File: config.mk
export PLATFORM = sky130hd
export DESIGN_NAME = reset_bod_security_control
export DESIGN_NICKNAME = d
export VERILOG_FILES = /design/src/rtl/rbsc_pkg.sv /design/src/rtl/reset_bod_security_control.sv
export VERILOG_INCLUDE_DIRS = /design/src /design/src/rtl
export SDC_FILE = /design/constraint.sdc
export NUM_CORES = 1
export LEC_CHECK = 0
export BUFFER_PORTS_ARGS = -buffer_cell sky130_fd_sc_hd__buf_2
export CORE_MARGIN = 3
export CORE_UTILIZATION = 51
export CTS_BUF_LIST = sky130_fd_sc_hd__clkbuf_2 sky130_fd_sc_hd__clkbuf_4 sky130_fd_sc_hd__clkbuf_8
export DETAILED_ROUTE_END_ITERATION = 8
export PLACE_DENSITY = 0.88
export SLEW_MARGIN = 10
export SYNTH_ARGS = -nofsm -noshare
export SYNTH_HDL_FRONTEND = slang
export SYNTH_SLANG_ARGS = --single-unit
export TNS_END_PERCENT = 30
File: constraint.sdc
create_clock -name mclk_i -period 4.1 [get_ports mclk_i]
set_clock_uncertainty 0.05 [all_clocks]
set_input_delay 0.82 -clock mclk_i [delete_from_list [all_inputs] [get_ports mclk_i]]
set_output_delay 0.82 -clock mclk_i [all_outputs]
set_load 0.005 [all_outputs]
File: src/rtl/rbsc_consts.svh
// Operation
// - four sources pin watchdog poweron brownout reset chip
// - reset starts oscillator and flash controller init
// - release fetches address zero, registers at defaults
// - four interrupt thresholds raise brownout interrupt
// - brownout interrupt level readable in status register
// - four reset thresholds force chip reset
// - protection level set by flash pattern only
// - application programming unaffected by protection
// - boot pin programming entry separately disableable
// - level one blocks debug, protects sector zero
// - level two blocks debug, erase-all then update
// - level three blocks debug and system programming
// - level three ignores boot select pin
// - boot pin user code sampling separately disableable
// - reset pin low scan, high serial debug
// - serial debug disabled while in reset
// - boundary scan unaffected by protection
// - four breakpoints and two watchpoints maximum
`ifndef RBSC_CONSTS_SVH
`define RBSC_CONSTS_SVH
`define RBSC_ADDR_CTRL 12'h000
`define RBSC_ADDR_STAT 12'h004
`define RBSC_ADDR_PROT 12'h008
`define RBSC_ADDR_CAPS 12'h00C
`define RBSC_CTRL_RST 6'h00
`define RBSC_PAT_L1 32'h1234_5678
`define RBSC_PAT_L2 32'h8765_4321
`define RBSC_PAT_L3 32'h4321_8765
`define RBSC_PAT_NOBOOT 32'h4E69_7370
`define RBSC_RESET_VECTOR 32'h0000_0000
`define RBSC_INIT_CYCLES 8'h10
`define RBSC_BREAKPOINTS 3'h4
`define RBSC_WATCHPOINTS 3'h2
`define RBSC_SCAN_WAIT_US 16'h00FA
`endif

File: src/rtl/rbsc_pkg.sv
package rbsc_pkg;
	typedef enum logic [1:0] {PROT_NONE, PROT_ONE, PROT_TWO, PROT_THREE} prot_level_t;
	typedef enum logic [1:0] {SEQ_RESET, SEQ_INIT, SEQ_RUN} seq_state_t;
	typedef struct packed {
		logic [1:0] int_level;
		logic [1:0] rst_level;
		logic rst_enable;
		logic int_enable;
	} bod_ctrl_t;
	typedef struct packed {
		logic swd_enable;
		logic scan_enable;
		logic isp_allowed;
		logic isp_sector0_allowed;
		logic isp_erase_only;
		logic boot_pin_enable;
		logic iap_allowed;
	} access_t;
	typedef struct packed {
		logic [1:0] sync;
		logic [1:0] in_sync;
		logic [2:0] bod_int_sync;
		seq_state_t seq;
		logic [7:0] cnt;
		logic chip_rst_n;
		logic irc_en;
		logic flash_init;
		logic fetch_valid;
		bod_ctrl_t bod;
		logic bod_irq;
		logic bod_rst;
		prot_level_t level;
		logic no_boot_pin;
		access_t acc;
		logic jtag_sel;
		logic pready;
		logic [31:0] prdata;
		logic pslverr;
	} state_t;
endpackage : rbsc_pkg

File: src/rtl/reset_bod_security_control.sv
`timescale 1ns/10ps
`default_nettype none
`include "rbsc_consts.svh"
module reset_bod_security_control
(
	// clock and reset
	input wire logic mclk_i,
	input wire logic arst_n_i,
	// reset sources
	input wire logic reset_pin_n_i,
	input wire logic watchdog_rst_i,
	input wire logic por_i,
	// brownout comparators, one per threshold
	input wire logic [3:0] bod_below_i,
	// protection pattern read from flash
	input wire logic [31:0] crp_word_i,
	// apb slave
	input wire logic psel_i,
	input wire logic penable_i,
	input wire logic pwrite_i,
	input wire logic [11:0] paddr_i,
	input wire logic [31:0] pwdata_i,
	output logic pready_o,
	output logic [31:0] prdata_o,
	output logic pslverr_o,
	// system outputs
	output logic chip_rst_n_o,
	output logic irc_en_o,
	output logic flash_init_o,
	output logic fetch_valid_o,
	output logic bod_irq_o,
	output logic swd_enable_o,
	output logic scan_enable_o,
	output logic isp_allowed_o,
	output logic isp_sector0_o,
	output logic isp_erase_only_o,
	output logic boot_pin_enable_o,
	output logic iap_allowed_o,
	output logic jtag_sel_o
);
	localparam int INIT_W = 8;
	if (INIT_W < 4)
	begin : g_init_w_check
		$error("init counter too narrow");
	end

	logic rst_s1;
	logic rst_n;
	always_ff @(posedge mclk_i or negedge arst_n_i)
	begin
		if (!arst_n_i)
		begin
			rst_s1 <= 1'b0;
			rst_n <= 1'b0;
		end
		else
		begin
			rst_s1 <= 1'b1;
			rst_n <= rst_s1;
		end
	end

	rbsc_pkg::state_t st;
	rbsc_pkg::state_t next_st;
	logic any_src;
	logic bod_int_lvl;
	logic bod_rst_lvl;
	logic wr;
	logic rd;

	assign bod_int_lvl = bod_below_i[st.bod.int_level];
	assign bod_rst_lvl = bod_below_i[st.bod.rst_level] & st.bod.rst_enable;
	// level inputs are synchronous, so the sources combine directly
	assign any_src = !reset_pin_n_i | watchdog_rst_i | por_i | st.bod_rst;
	assign wr = psel_i & penable_i & pwrite_i & !st.pready;
	assign rd = psel_i & penable_i & !pwrite_i & !st.pready;

	always_comb
	begin
		next_st = st;
		next_st.bod_rst = bod_rst_lvl;
		next_st.bod_irq = bod_int_lvl & st.bod.int_enable;
		next_st.bod_int_sync = {st.bod_int_sync[1:0], bod_int_lvl};
		next_st.pready = 1'b0;
		next_st.pslverr = 1'b0;
		case (st.seq)
			rbsc_pkg::SEQ_RESET:
			begin
				next_st.chip_rst_n = 1'b0;
				next_st.fetch_valid = 1'b0;
				next_st.irc_en = 1'b1;
				next_st.flash_init = 1'b1;
				next_st.cnt = `RBSC_INIT_CYCLES;
				// reset pin level decides debug mode while held
				next_st.jtag_sel = !reset_pin_n_i;
				if (!any_src)
					next_st.seq = rbsc_pkg::SEQ_INIT;
			end
			rbsc_pkg::SEQ_INIT:
			begin
				next_st.cnt = st.cnt - 8'h01;
				if (any_src)
					next_st.seq = rbsc_pkg::SEQ_RESET;
				else if (st.cnt == 8'h00)
				begin
					// pattern is latched only once flash init finishes
					next_st.flash_init = 1'b0;
					next_st.seq = rbsc_pkg::SEQ_RUN;
					next_st.chip_rst_n = 1'b1;
					next_st.fetch_valid = 1'b1;
					next_st.no_boot_pin = crp_word_i == `RBSC_PAT_NOBOOT;
					case (crp_word_i)
						`RBSC_PAT_L1: next_st.level = rbsc_pkg::PROT_ONE;
						`RBSC_PAT_L2: next_st.level = rbsc_pkg::PROT_TWO;
						`RBSC_PAT_L3: next_st.level = rbsc_pkg::PROT_THREE;
						default: next_st.level = rbsc_pkg::PROT_NONE;
					endcase
				end
			end
			rbsc_pkg::SEQ_RUN:
			begin
				if (any_src)
				begin
					next_st.seq = rbsc_pkg::SEQ_RESET;
					next_st.chip_rst_n = 1'b0;
					// fetch must never outlive the chip reset by a cycle
					next_st.fetch_valid = 1'b0;
					next_st.flash_init = 1'b1;
					next_st.bod = '0;
				end
			end
			default: next_st.seq = rbsc_pkg::SEQ_RESET;
		endcase
		next_st.acc.iap_allowed = 1'b1;
		next_st.acc.scan_enable = 1'b1;
		next_st.acc.swd_enable = next_st.chip_rst_n & !next_st.jtag_sel
			& (next_st.level == rbsc_pkg::PROT_NONE);
		next_st.acc.isp_allowed = next_st.level != rbsc_pkg::PROT_THREE;
		next_st.acc.isp_sector0_allowed = next_st.level == rbsc_pkg::PROT_NONE;
		next_st.acc.isp_erase_only = next_st.level == rbsc_pkg::PROT_TWO;
		next_st.acc.boot_pin_enable = !next_st.no_boot_pin
			& (next_st.level != rbsc_pkg::PROT_THREE);
		if (psel_i & penable_i & !st.pready)
		begin
			next_st.pready = 1'b1;
			next_st.prdata = '0;
			case (paddr_i)
				`RBSC_ADDR_CTRL:
				begin
					if (wr)
						next_st.bod = pwdata_i[5:0];
					next_st.prdata = {26'h0, st.bod};
				end
				`RBSC_ADDR_STAT:
					next_st.prdata = {29'h0, st.bod_int_sync[2], st.bod_irq, st.bod_rst};
				`RBSC_ADDR_PROT:
					next_st.prdata = {22'h0, st.acc, st.no_boot_pin, st.level};
				`RBSC_ADDR_CAPS:
					next_st.prdata = {26'h0, `RBSC_WATCHPOINTS, `RBSC_BREAKPOINTS};
				default: next_st.pslverr = 1'b1;
			endcase
		end
		if (rd)
			next_st.pslverr = next_st.pslverr;
	end

	always_ff @(posedge mclk_i or negedge rst_n)
	begin
		if (!rst_n)
		begin
			st <= '0;
			st.irc_en <= 1'b1;
			st.flash_init <= 1'b1;
			st.bod <= `RBSC_CTRL_RST;
		end
		else
			st <= next_st;
	end

	assign pready_o = st.pready;
	assign prdata_o = st.prdata;
	assign pslverr_o = st.pslverr;
	assign chip_rst_n_o = st.chip_rst_n;
	assign irc_en_o = st.irc_en;
	assign flash_init_o = st.flash_init;
	assign fetch_valid_o = st.fetch_valid;
	assign bod_irq_o = st.bod_irq;
	assign swd_enable_o = st.acc.swd_enable;
	assign scan_enable_o = st.acc.scan_enable;
	assign isp_allowed_o = st.acc.isp_allowed;
	assign isp_sector0_o = st.acc.isp_sector0_allowed;
	assign isp_erase_only_o = st.acc.isp_erase_only;
	assign boot_pin_enable_o = st.acc.boot_pin_enable;
	assign iap_allowed_o = st.acc.iap_allowed;
	assign jtag_sel_o = st.jtag_sel;

	property p_src_resets;
		@(posedge mclk_i) disable iff (!rst_n)
		(st.seq == rbsc_pkg::SEQ_RUN && watchdog_rst_i) |=> !chip_rst_n_o;
	endproperty
	a_src_resets: assert property (p_src_resets) else $error("source did not reset chip");
	property p_release;
		@(posedge mclk_i) disable iff (!rst_n)
		$rose(chip_rst_n_o) |-> !$past(any_src);
	endproperty
	a_release: assert property (p_release) else $error("released with source active");
	property p_irc;
		@(posedge mclk_i) disable iff (!rst_n)
		!chip_rst_n_o |-> irc_en_o && flash_init_o;
	endproperty
	a_irc: assert property (p_irc) else $error("oscillator off in reset");
	property p_fetch;
		@(posedge mclk_i) disable iff (!rst_n)
		fetch_valid_o |-> chip_rst_n_o && !flash_init_o;
	endproperty
	a_fetch: assert property (p_fetch) else $error("fetch during reset");
	property p_bod_irq;
		@(posedge mclk_i) disable iff (!rst_n)
		(bod_int_lvl && st.bod.int_enable) |=> bod_irq_o;
	endproperty
	a_bod_irq: assert property (p_bod_irq) else $error("brownout irq missing");
	property p_bod_rst;
		@(posedge mclk_i) disable iff (!rst_n)
		(bod_rst_lvl && st.seq == rbsc_pkg::SEQ_RUN) |-> ##2 !chip_rst_n_o;
	endproperty
	a_bod_rst: assert property (p_bod_rst) else $error("brownout reset missing");
	property p_swd;
		@(posedge mclk_i) disable iff (!rst_n)
		swd_enable_o |-> chip_rst_n_o && level_none();
	endproperty
	function automatic logic level_none();
		return st.level == rbsc_pkg::PROT_NONE;
	endfunction : level_none
	a_swd: assert property (p_swd) else $error("debug open while reset or protected");
	property p_l3;
		@(posedge mclk_i) disable iff (!rst_n)
		(st.level == rbsc_pkg::PROT_THREE) |-> !isp_allowed_o && !boot_pin_enable_o;
	endproperty
	a_l3: assert property (p_l3) else $error("level three leaks access");
	property p_scan;
		@(posedge mclk_i) disable iff (!rst_n)
		chip_rst_n_o |-> scan_enable_o && iap_allowed_o;
	endproperty
	a_scan: assert property (p_scan) else $error("scan or iap blocked");
	property p_src_pin;
		@(posedge mclk_i) disable iff (!rst_n)
		(st.seq == rbsc_pkg::SEQ_RUN && !reset_pin_n_i) |=> !chip_rst_n_o;
	endproperty
	a_src_pin: assert property (p_src_pin) else $error("pin did not reset chip");
	property p_src_por;
		@(posedge mclk_i) disable iff (!rst_n)
		(st.seq == rbsc_pkg::SEQ_RUN && por_i) |=> !chip_rst_n_o;
	endproperty
	a_src_por: assert property (p_src_por) else $error("power-on did not reset chip");
	property p_bod_src;
		@(posedge mclk_i) disable iff (!rst_n)
		(st.seq == rbsc_pkg::SEQ_RUN && st.bod_rst) |=> !chip_rst_n_o;
	endproperty
	a_bod_src: assert property (p_bod_src) else $error("brownout did not reset chip");
	property p_hold;
		@(posedge mclk_i) disable iff (!rst_n)
		any_src |=> !chip_rst_n_o;
	endproperty
	a_hold: assert property (p_hold) else $error("chip ran with a source active");
	property p_fall_init;
		@(posedge mclk_i) disable iff (!rst_n)
		$fell(chip_rst_n_o) |-> flash_init_o && !fetch_valid_o;
	endproperty
	a_fall_init: assert property (p_fall_init) else $error("reset did not start flash init");
	property p_release_fetch;
		@(posedge mclk_i) disable iff (!rst_n)
		$rose(chip_rst_n_o) |-> fetch_valid_o && !flash_init_o;
	endproperty
	a_release_fetch: assert property (p_release_fetch) else $error("no fetch at release");
	property p_irq_off;
		@(posedge mclk_i) disable iff (!rst_n)
		!(bod_int_lvl && st.bod.int_enable) |=> !bod_irq_o;
	endproperty
	a_irq_off: assert property (p_irq_off) else $error("spurious brownout irq");
	property p_stat_read;
		@(posedge mclk_i) disable iff (!rst_n)
		(psel_i && penable_i && !pready_o && paddr_i == `RBSC_ADDR_STAT)
			|=> pready_o && prdata_o[2] == $past(st.bod_int_sync[2]);
	endproperty
	a_stat_read: assert property (p_stat_read) else $error("status lost brownout level");
	property p_pat_l1;
		@(posedge mclk_i) disable iff (!rst_n)
		($rose(chip_rst_n_o) && $past(crp_word_i) == `RBSC_PAT_L1)
			|-> st.level == rbsc_pkg::PROT_ONE;
	endproperty
	a_pat_l1: assert property (p_pat_l1) else $error("level one pattern not taken");
	property p_pat_l3;
		@(posedge mclk_i) disable iff (!rst_n)
		($rose(chip_rst_n_o) && $past(crp_word_i) == `RBSC_PAT_L3)
			|-> st.level == rbsc_pkg::PROT_THREE;
	endproperty
	a_pat_l3: assert property (p_pat_l3) else $error("level three pattern not taken");
	property p_level_latch;
		@(posedge mclk_i) disable iff (!rst_n)
		$changed(st.level) |-> $rose(chip_rst_n_o);
	endproperty
	a_level_latch: assert property (p_level_latch) else $error("level moved outside release");
	property p_noboot_isp;
		@(posedge mclk_i) disable iff (!rst_n)
		st.no_boot_pin |-> isp_allowed_o && st.level == rbsc_pkg::PROT_NONE;
	endproperty
	a_noboot_isp: assert property (p_noboot_isp) else $error("boot pin lock raised protection");
	property p_noboot_pin;
		@(posedge mclk_i) disable iff (!rst_n)
		st.no_boot_pin |-> !boot_pin_enable_o;
	endproperty
	a_noboot_pin: assert property (p_noboot_pin) else $error("boot pin still sampled");
	property p_l1;
		@(posedge mclk_i) disable iff (!rst_n)
		(st.level == rbsc_pkg::PROT_ONE) |-> !swd_enable_o && isp_allowed_o && !isp_sector0_o;
	endproperty
	a_l1: assert property (p_l1) else $error("level one access wrong");
	property p_l2;
		@(posedge mclk_i) disable iff (!rst_n)
		(st.level == rbsc_pkg::PROT_TWO) |-> !swd_enable_o && isp_allowed_o && isp_erase_only_o;
	endproperty
	a_l2: assert property (p_l2) else $error("level two access wrong");
	property p_l3_debug;
		@(posedge mclk_i) disable iff (!rst_n)
		(st.level == rbsc_pkg::PROT_THREE) |-> !swd_enable_o;
	endproperty
	a_l3_debug: assert property (p_l3_debug) else $error("level three leaks debug");
	property p_iap;
		@(posedge mclk_i) disable iff (!rst_n)
		(st.level != rbsc_pkg::PROT_NONE) |-> iap_allowed_o;
	endproperty
	a_iap: assert property (p_iap) else $error("application programming blocked");
	property p_jtag_pin;
		@(posedge mclk_i) disable iff (!rst_n)
		(st.seq == rbsc_pkg::SEQ_RESET) |=> jtag_sel_o == !$past(reset_pin_n_i);
	endproperty
	a_jtag_pin: assert property (p_jtag_pin) else $error("debug mode not from pin");
	property p_swd_jtag;
		@(posedge mclk_i) disable iff (!rst_n)
		jtag_sel_o |-> !swd_enable_o;
	endproperty
	a_swd_jtag: assert property (p_swd_jtag) else $error("serial debug open in scan mode");
	property p_swd_reset;
		@(posedge mclk_i) disable iff (!rst_n)
		!chip_rst_n_o |-> !swd_enable_o;
	endproperty
	a_swd_reset: assert property (p_swd_reset) else $error("serial debug open in reset");
	property p_caps;
		@(posedge mclk_i) disable iff (!rst_n)
		(pready_o && $past(paddr_i) == `RBSC_ADDR_CAPS)
			|-> prdata_o[5:0] == {`RBSC_WATCHPOINTS, `RBSC_BREAKPOINTS};
	endproperty
	a_caps: assert property (p_caps) else $error("debug capability word wrong");
endmodule : reset_bod_security_control
`default_nettype wire

==> metrics list <==
- Post-synth top area share: 44.3%
* Biggest cell delay along the critical path: 0.39 ns
- The cell count after synthesis came out at 256.
- Highest fanout seen on the critical path: 6
- Crit path kind: primary input to flop
- Multi-input gate area in the final layout: 1240 sq um
- Leading cell types by total area after synthesis: dfrtp_1 (44%), buf_4 (9.6%), nand2_1 (3.8%)
- Bufs and invs on worst path: 1
- TritonCTS built the clock tree.
* Share of the clock period used by the worst path after layout: 59.6%
- In this run, synthesis produced a sequential element count of 48.
- Once placement completed, the tool counted placed cells totaling 393.
- For the worst setup path, the data required time is 4.23 ns.
- Number of detailed-routing iterations run before antenna repair: 6
- Post-CTS setup-driven buffer insertion count: 0
- The Yosys step of the flow raised 0 warnings.
* Status: completed
- Gate power share: 10.3%
- The signal on the critical path passes through buf_2, nor4_4, nand3_2, or3_4, nor3b_4, mux2_2.
- Initial Utilization: 54.4%
- Across all hold checks on the routed design, the worst slack comes to 0.240 ns.
* Final max-slew violation count: 0
- Die Area: 6110 sq um
- Hold_buf cts: 0
* Total via count in the routed design: 2086
- Row generation in the floorplan step produced 25 rows.
* Inserted Diodes: 0
- Switching power as a share of total power: 23.6%
* Global-route wire length before repair: 9220 um
- Yosys mapped a number of flops with a built-in enable equal to 0.
- In the synthesized netlist the dominant register cell turns out to be dfrtp_1.
* Via count of the first global-routing pass: 2094
- Share of total power in the clock network: 33.6%
* Critical-path cell with the highest stage delay: or3_4
- Worst min path class: primary input to asynchronous set/reset pin
- The worst-case IR drop observed on VDD is 0.136 mV.
- The most common cell in the synthesized netlist is dfrtp_1.
* Cell type contributing the most total cell area after synthesis: dfrtp_1
- For this run the aggregate overflow at the end of global routing stands at 0.
- The congestion estimate from routability-driven global placement came to 0.819.
- In the final routed layout, each cell accounts on average for 14.1 um.
* Inserted Clock Buffers: 5
- Overall routing resource usage: 19.0%
- Insertion delay to the later sink of the worst-skew pair: 0.30 ns
- Minimum clock period after layout: 2.44 ns
- Using the TritonRoute via totals, the vias-per-cell ratio works out to 5.20.
- The analysis attributes to cell leakage a power of 1.49 nW.
- CTS max path bufs: 2
- Layout cells sized above 1: 36.5%
- Sink Count: 48
* Slew HR: 37.0%
- Summed over all nets, the switching power comes to 0.209 mW.
- The synthesized netlist contains 51 unique library cells.
* Iter 0 DRT Violations: 94
- Setup total negative slack on the finished layout was measured at 0 ns.
- Input and output buffers added on the ports amount to 85.
* Clock Tree Root: clkbuf_8
- # nets final: 423
- For this design the ratio of total power to cell area is 287 nW/um^2.
* Clock slew seen by the registers of the worst setup and hold paths: 0.07 ns
* Proportion of power drawn by flip-flops and latches: 56.1%
- After detailed routing, the number of remaining DRC violations is 0.
- Count of endpoints failing setup in the final report: 0
- The final layout contains routed wiring with a total length of 5660 um.
- The HPWL after detailed placement is 4450 um.
* Final hold viol count: 0
- From left edge to right edge, the die measures 78.2 um.
* Internal power: 0.676 mW
- In this run, post-CTS repair resized a total of 0 instances.
* Startpoint class of the critical path: primary input
- Worst-margin pin slew: 0.945 ns
- 135 I/O pins were placed.
* Antenna violations before repair: 0
* Timing-limited maximum frequency: 409 MHz
- Avg Synthesized Cell Area: 10.4 sq um
* CTS H-tree depth: 2
- From synthesis to final layout, the design area changed by 16.1%.
- Setup repair after global routing left no endpoint under its margin.
- Final Instance Count excl. Fillers: 401
- The total area inside the core boundary comes to 4880 sq um.
- Critical Path Sink Type: flop
- The tool flagged a number of max-cap violations equal to 0.
* Async S/R FF share, synth: 100%
* Fill cell count: 419
* CP delay by family, top: simple AND/OR/NAND/NOR gates
* Crit path arrival time: 2.58 ns
- Commonest cells in the netlist: dfrtp_1 (47), buf_4 (34), nand2_1 (27)
* Cell area after technology mapping: 2660 sq um
* Fraction of the yosys area taken by sequential cells: 45.3%
- Once detail routing completed, the nets flagged for antenna violations numbered 0.
- The sequential cells in the finished layout cover a total of 1200 sq um.
- Maximum number of pins on one net before global-route repair: 47
- Measured along the y axis, the die boundary spans 78.2 um.
[final timing paths]
kind,startpoint,depth (start not counted),endpoint,slack [ns]
max reg2reg,st[60]$_DFFE_PN0P_,5,swd_enable_o$_DFF_PN0_,1.94
max in group asynchronous,rst_n$_DFF_PN0_,0,pready_o$_DFF_PN0_,3.04
max,paddr_i[7],6,st[49]$_DFF_PN0_,1.66
min reg2reg,next_st[69]$_DFF_PN0_,0,st[69]$_DFF_PN0_,0.31
min,arst_n_i,1,rst_n$_DFF_PN0_,0.24
min in group mclk_i,next_st[69]$_DFF_PN0_,0,st[69]$_DFF_PN0_,0.31
[power by group through the flow]
stage | sequential, mW | combinational [mW] | clock (mW)
6_report | 0.496 | 0.0916 | 0.297
3_3_place_gp | 0.506 | 0.0870 | 0
4_1_cts | 0.497 | 0.0911 | 0.303
3_5_place_dp | 0.506 | 0.0905 | 0
5_1_grt | 0.499 | 0.103 | 0.323
2_1_floorplan | 0.502 | 0.0619 | 0
[registers in the layout, indices dropped and copies added (netlist names)]
register and flops:
rst_n 1, swd_enable_o 1, isp_allowed_o 1, pslverr_o 1, pready_o 1, isp_erase_only_o 1, rst_s1 1, jtag_sel_o 1
chip_rst_n_o 1, flash_init_o 1, prdata_o 10, iap_allowed_o 1, bod_irq_o 1, fetch_valid_o 1, isp_sector0_o 1, next_st 2
boot_pin_enable_o 1, st 21
[logic make-up after synthesis]
kind of cell               after synthesis  share of synthesized area, %
DFF                                     48                          45.3
and+or+nand+nor                        112                          26.8
muxes                                   14                          6.60
adders and majority gates                2                         0.942
AOI/OAI and AO/OA                       30                          7.68
other                                    2                         0.283
xor gates and xnor gates                 4                          1.32
buffers and inverters                   44                          11.1
[layout make-up]
type	instances	area share (%)
multi-input cells	187	40.4
flip-flops and latches	48	39.1
repair buffers	86	14.0
clock buffers	8	3.17
well taps	67	2.72
inverters	5	0.609
[metrics by stage]
step | instance area, sq um | power (mW) | util [%] | setup WS, ns
2_1_floorplan | 2740 | 0.564 | - | 1.64
3_3_place_gp | 2980 | 0.593 | 61.2 | 1.38
3_5_place_dp | 2980 | 0.597 | 61.2 | 1.34
4_1_cts | 3080 | 0.891 | 63.2 | 1.65
5_1_grt | 3080 | 0.925 | 63.2 | 1.56
6_report | 3080 | 0.885 | 63.2 | 1.66
[worst register-to-register path, cell delays in order, from the launching register on]
cell and delay, ns:
dfrtp_1 0.43, nor4_2 0.63, a41oi_1 0.26, a41oi_1 0.25, o21ai_2 0.15, nor4b_2 0.29
[metal layers]
layer | vias to the layer above | part of all wire [%] | track usage (%)
met5 | - | 0 | 0
li1 | 1002 | - | -
met2 | 86 | 52 | 34.8
met4 | 0 | 2.3 | 7.52
met1 | 989 | 38 | 21.4
met3 | 9 | 7.0 | 4.13
[layout by cell type (no fill, tap or decap), types with 3 or more instances in the layout]
cell and instances:
inv_1 5, nand4_1 4, and2_1 3, nor2_1 16, conb_1 25, clkbuf_8 6, nand2_1 27, nor4_1 7
mux2i_1 4, mux2_2 8, dfrtp_1 46, o31ai_1 5, nand2b_1 4, buf_2 85, nor2b_1 12, xor2_1 3
o21ai_0 9, nand4b_1 3, nand3_1 7, a21oi_1 6, nor3b_1 3, nor3_1 3
Power figures use the tool's default switching activity.
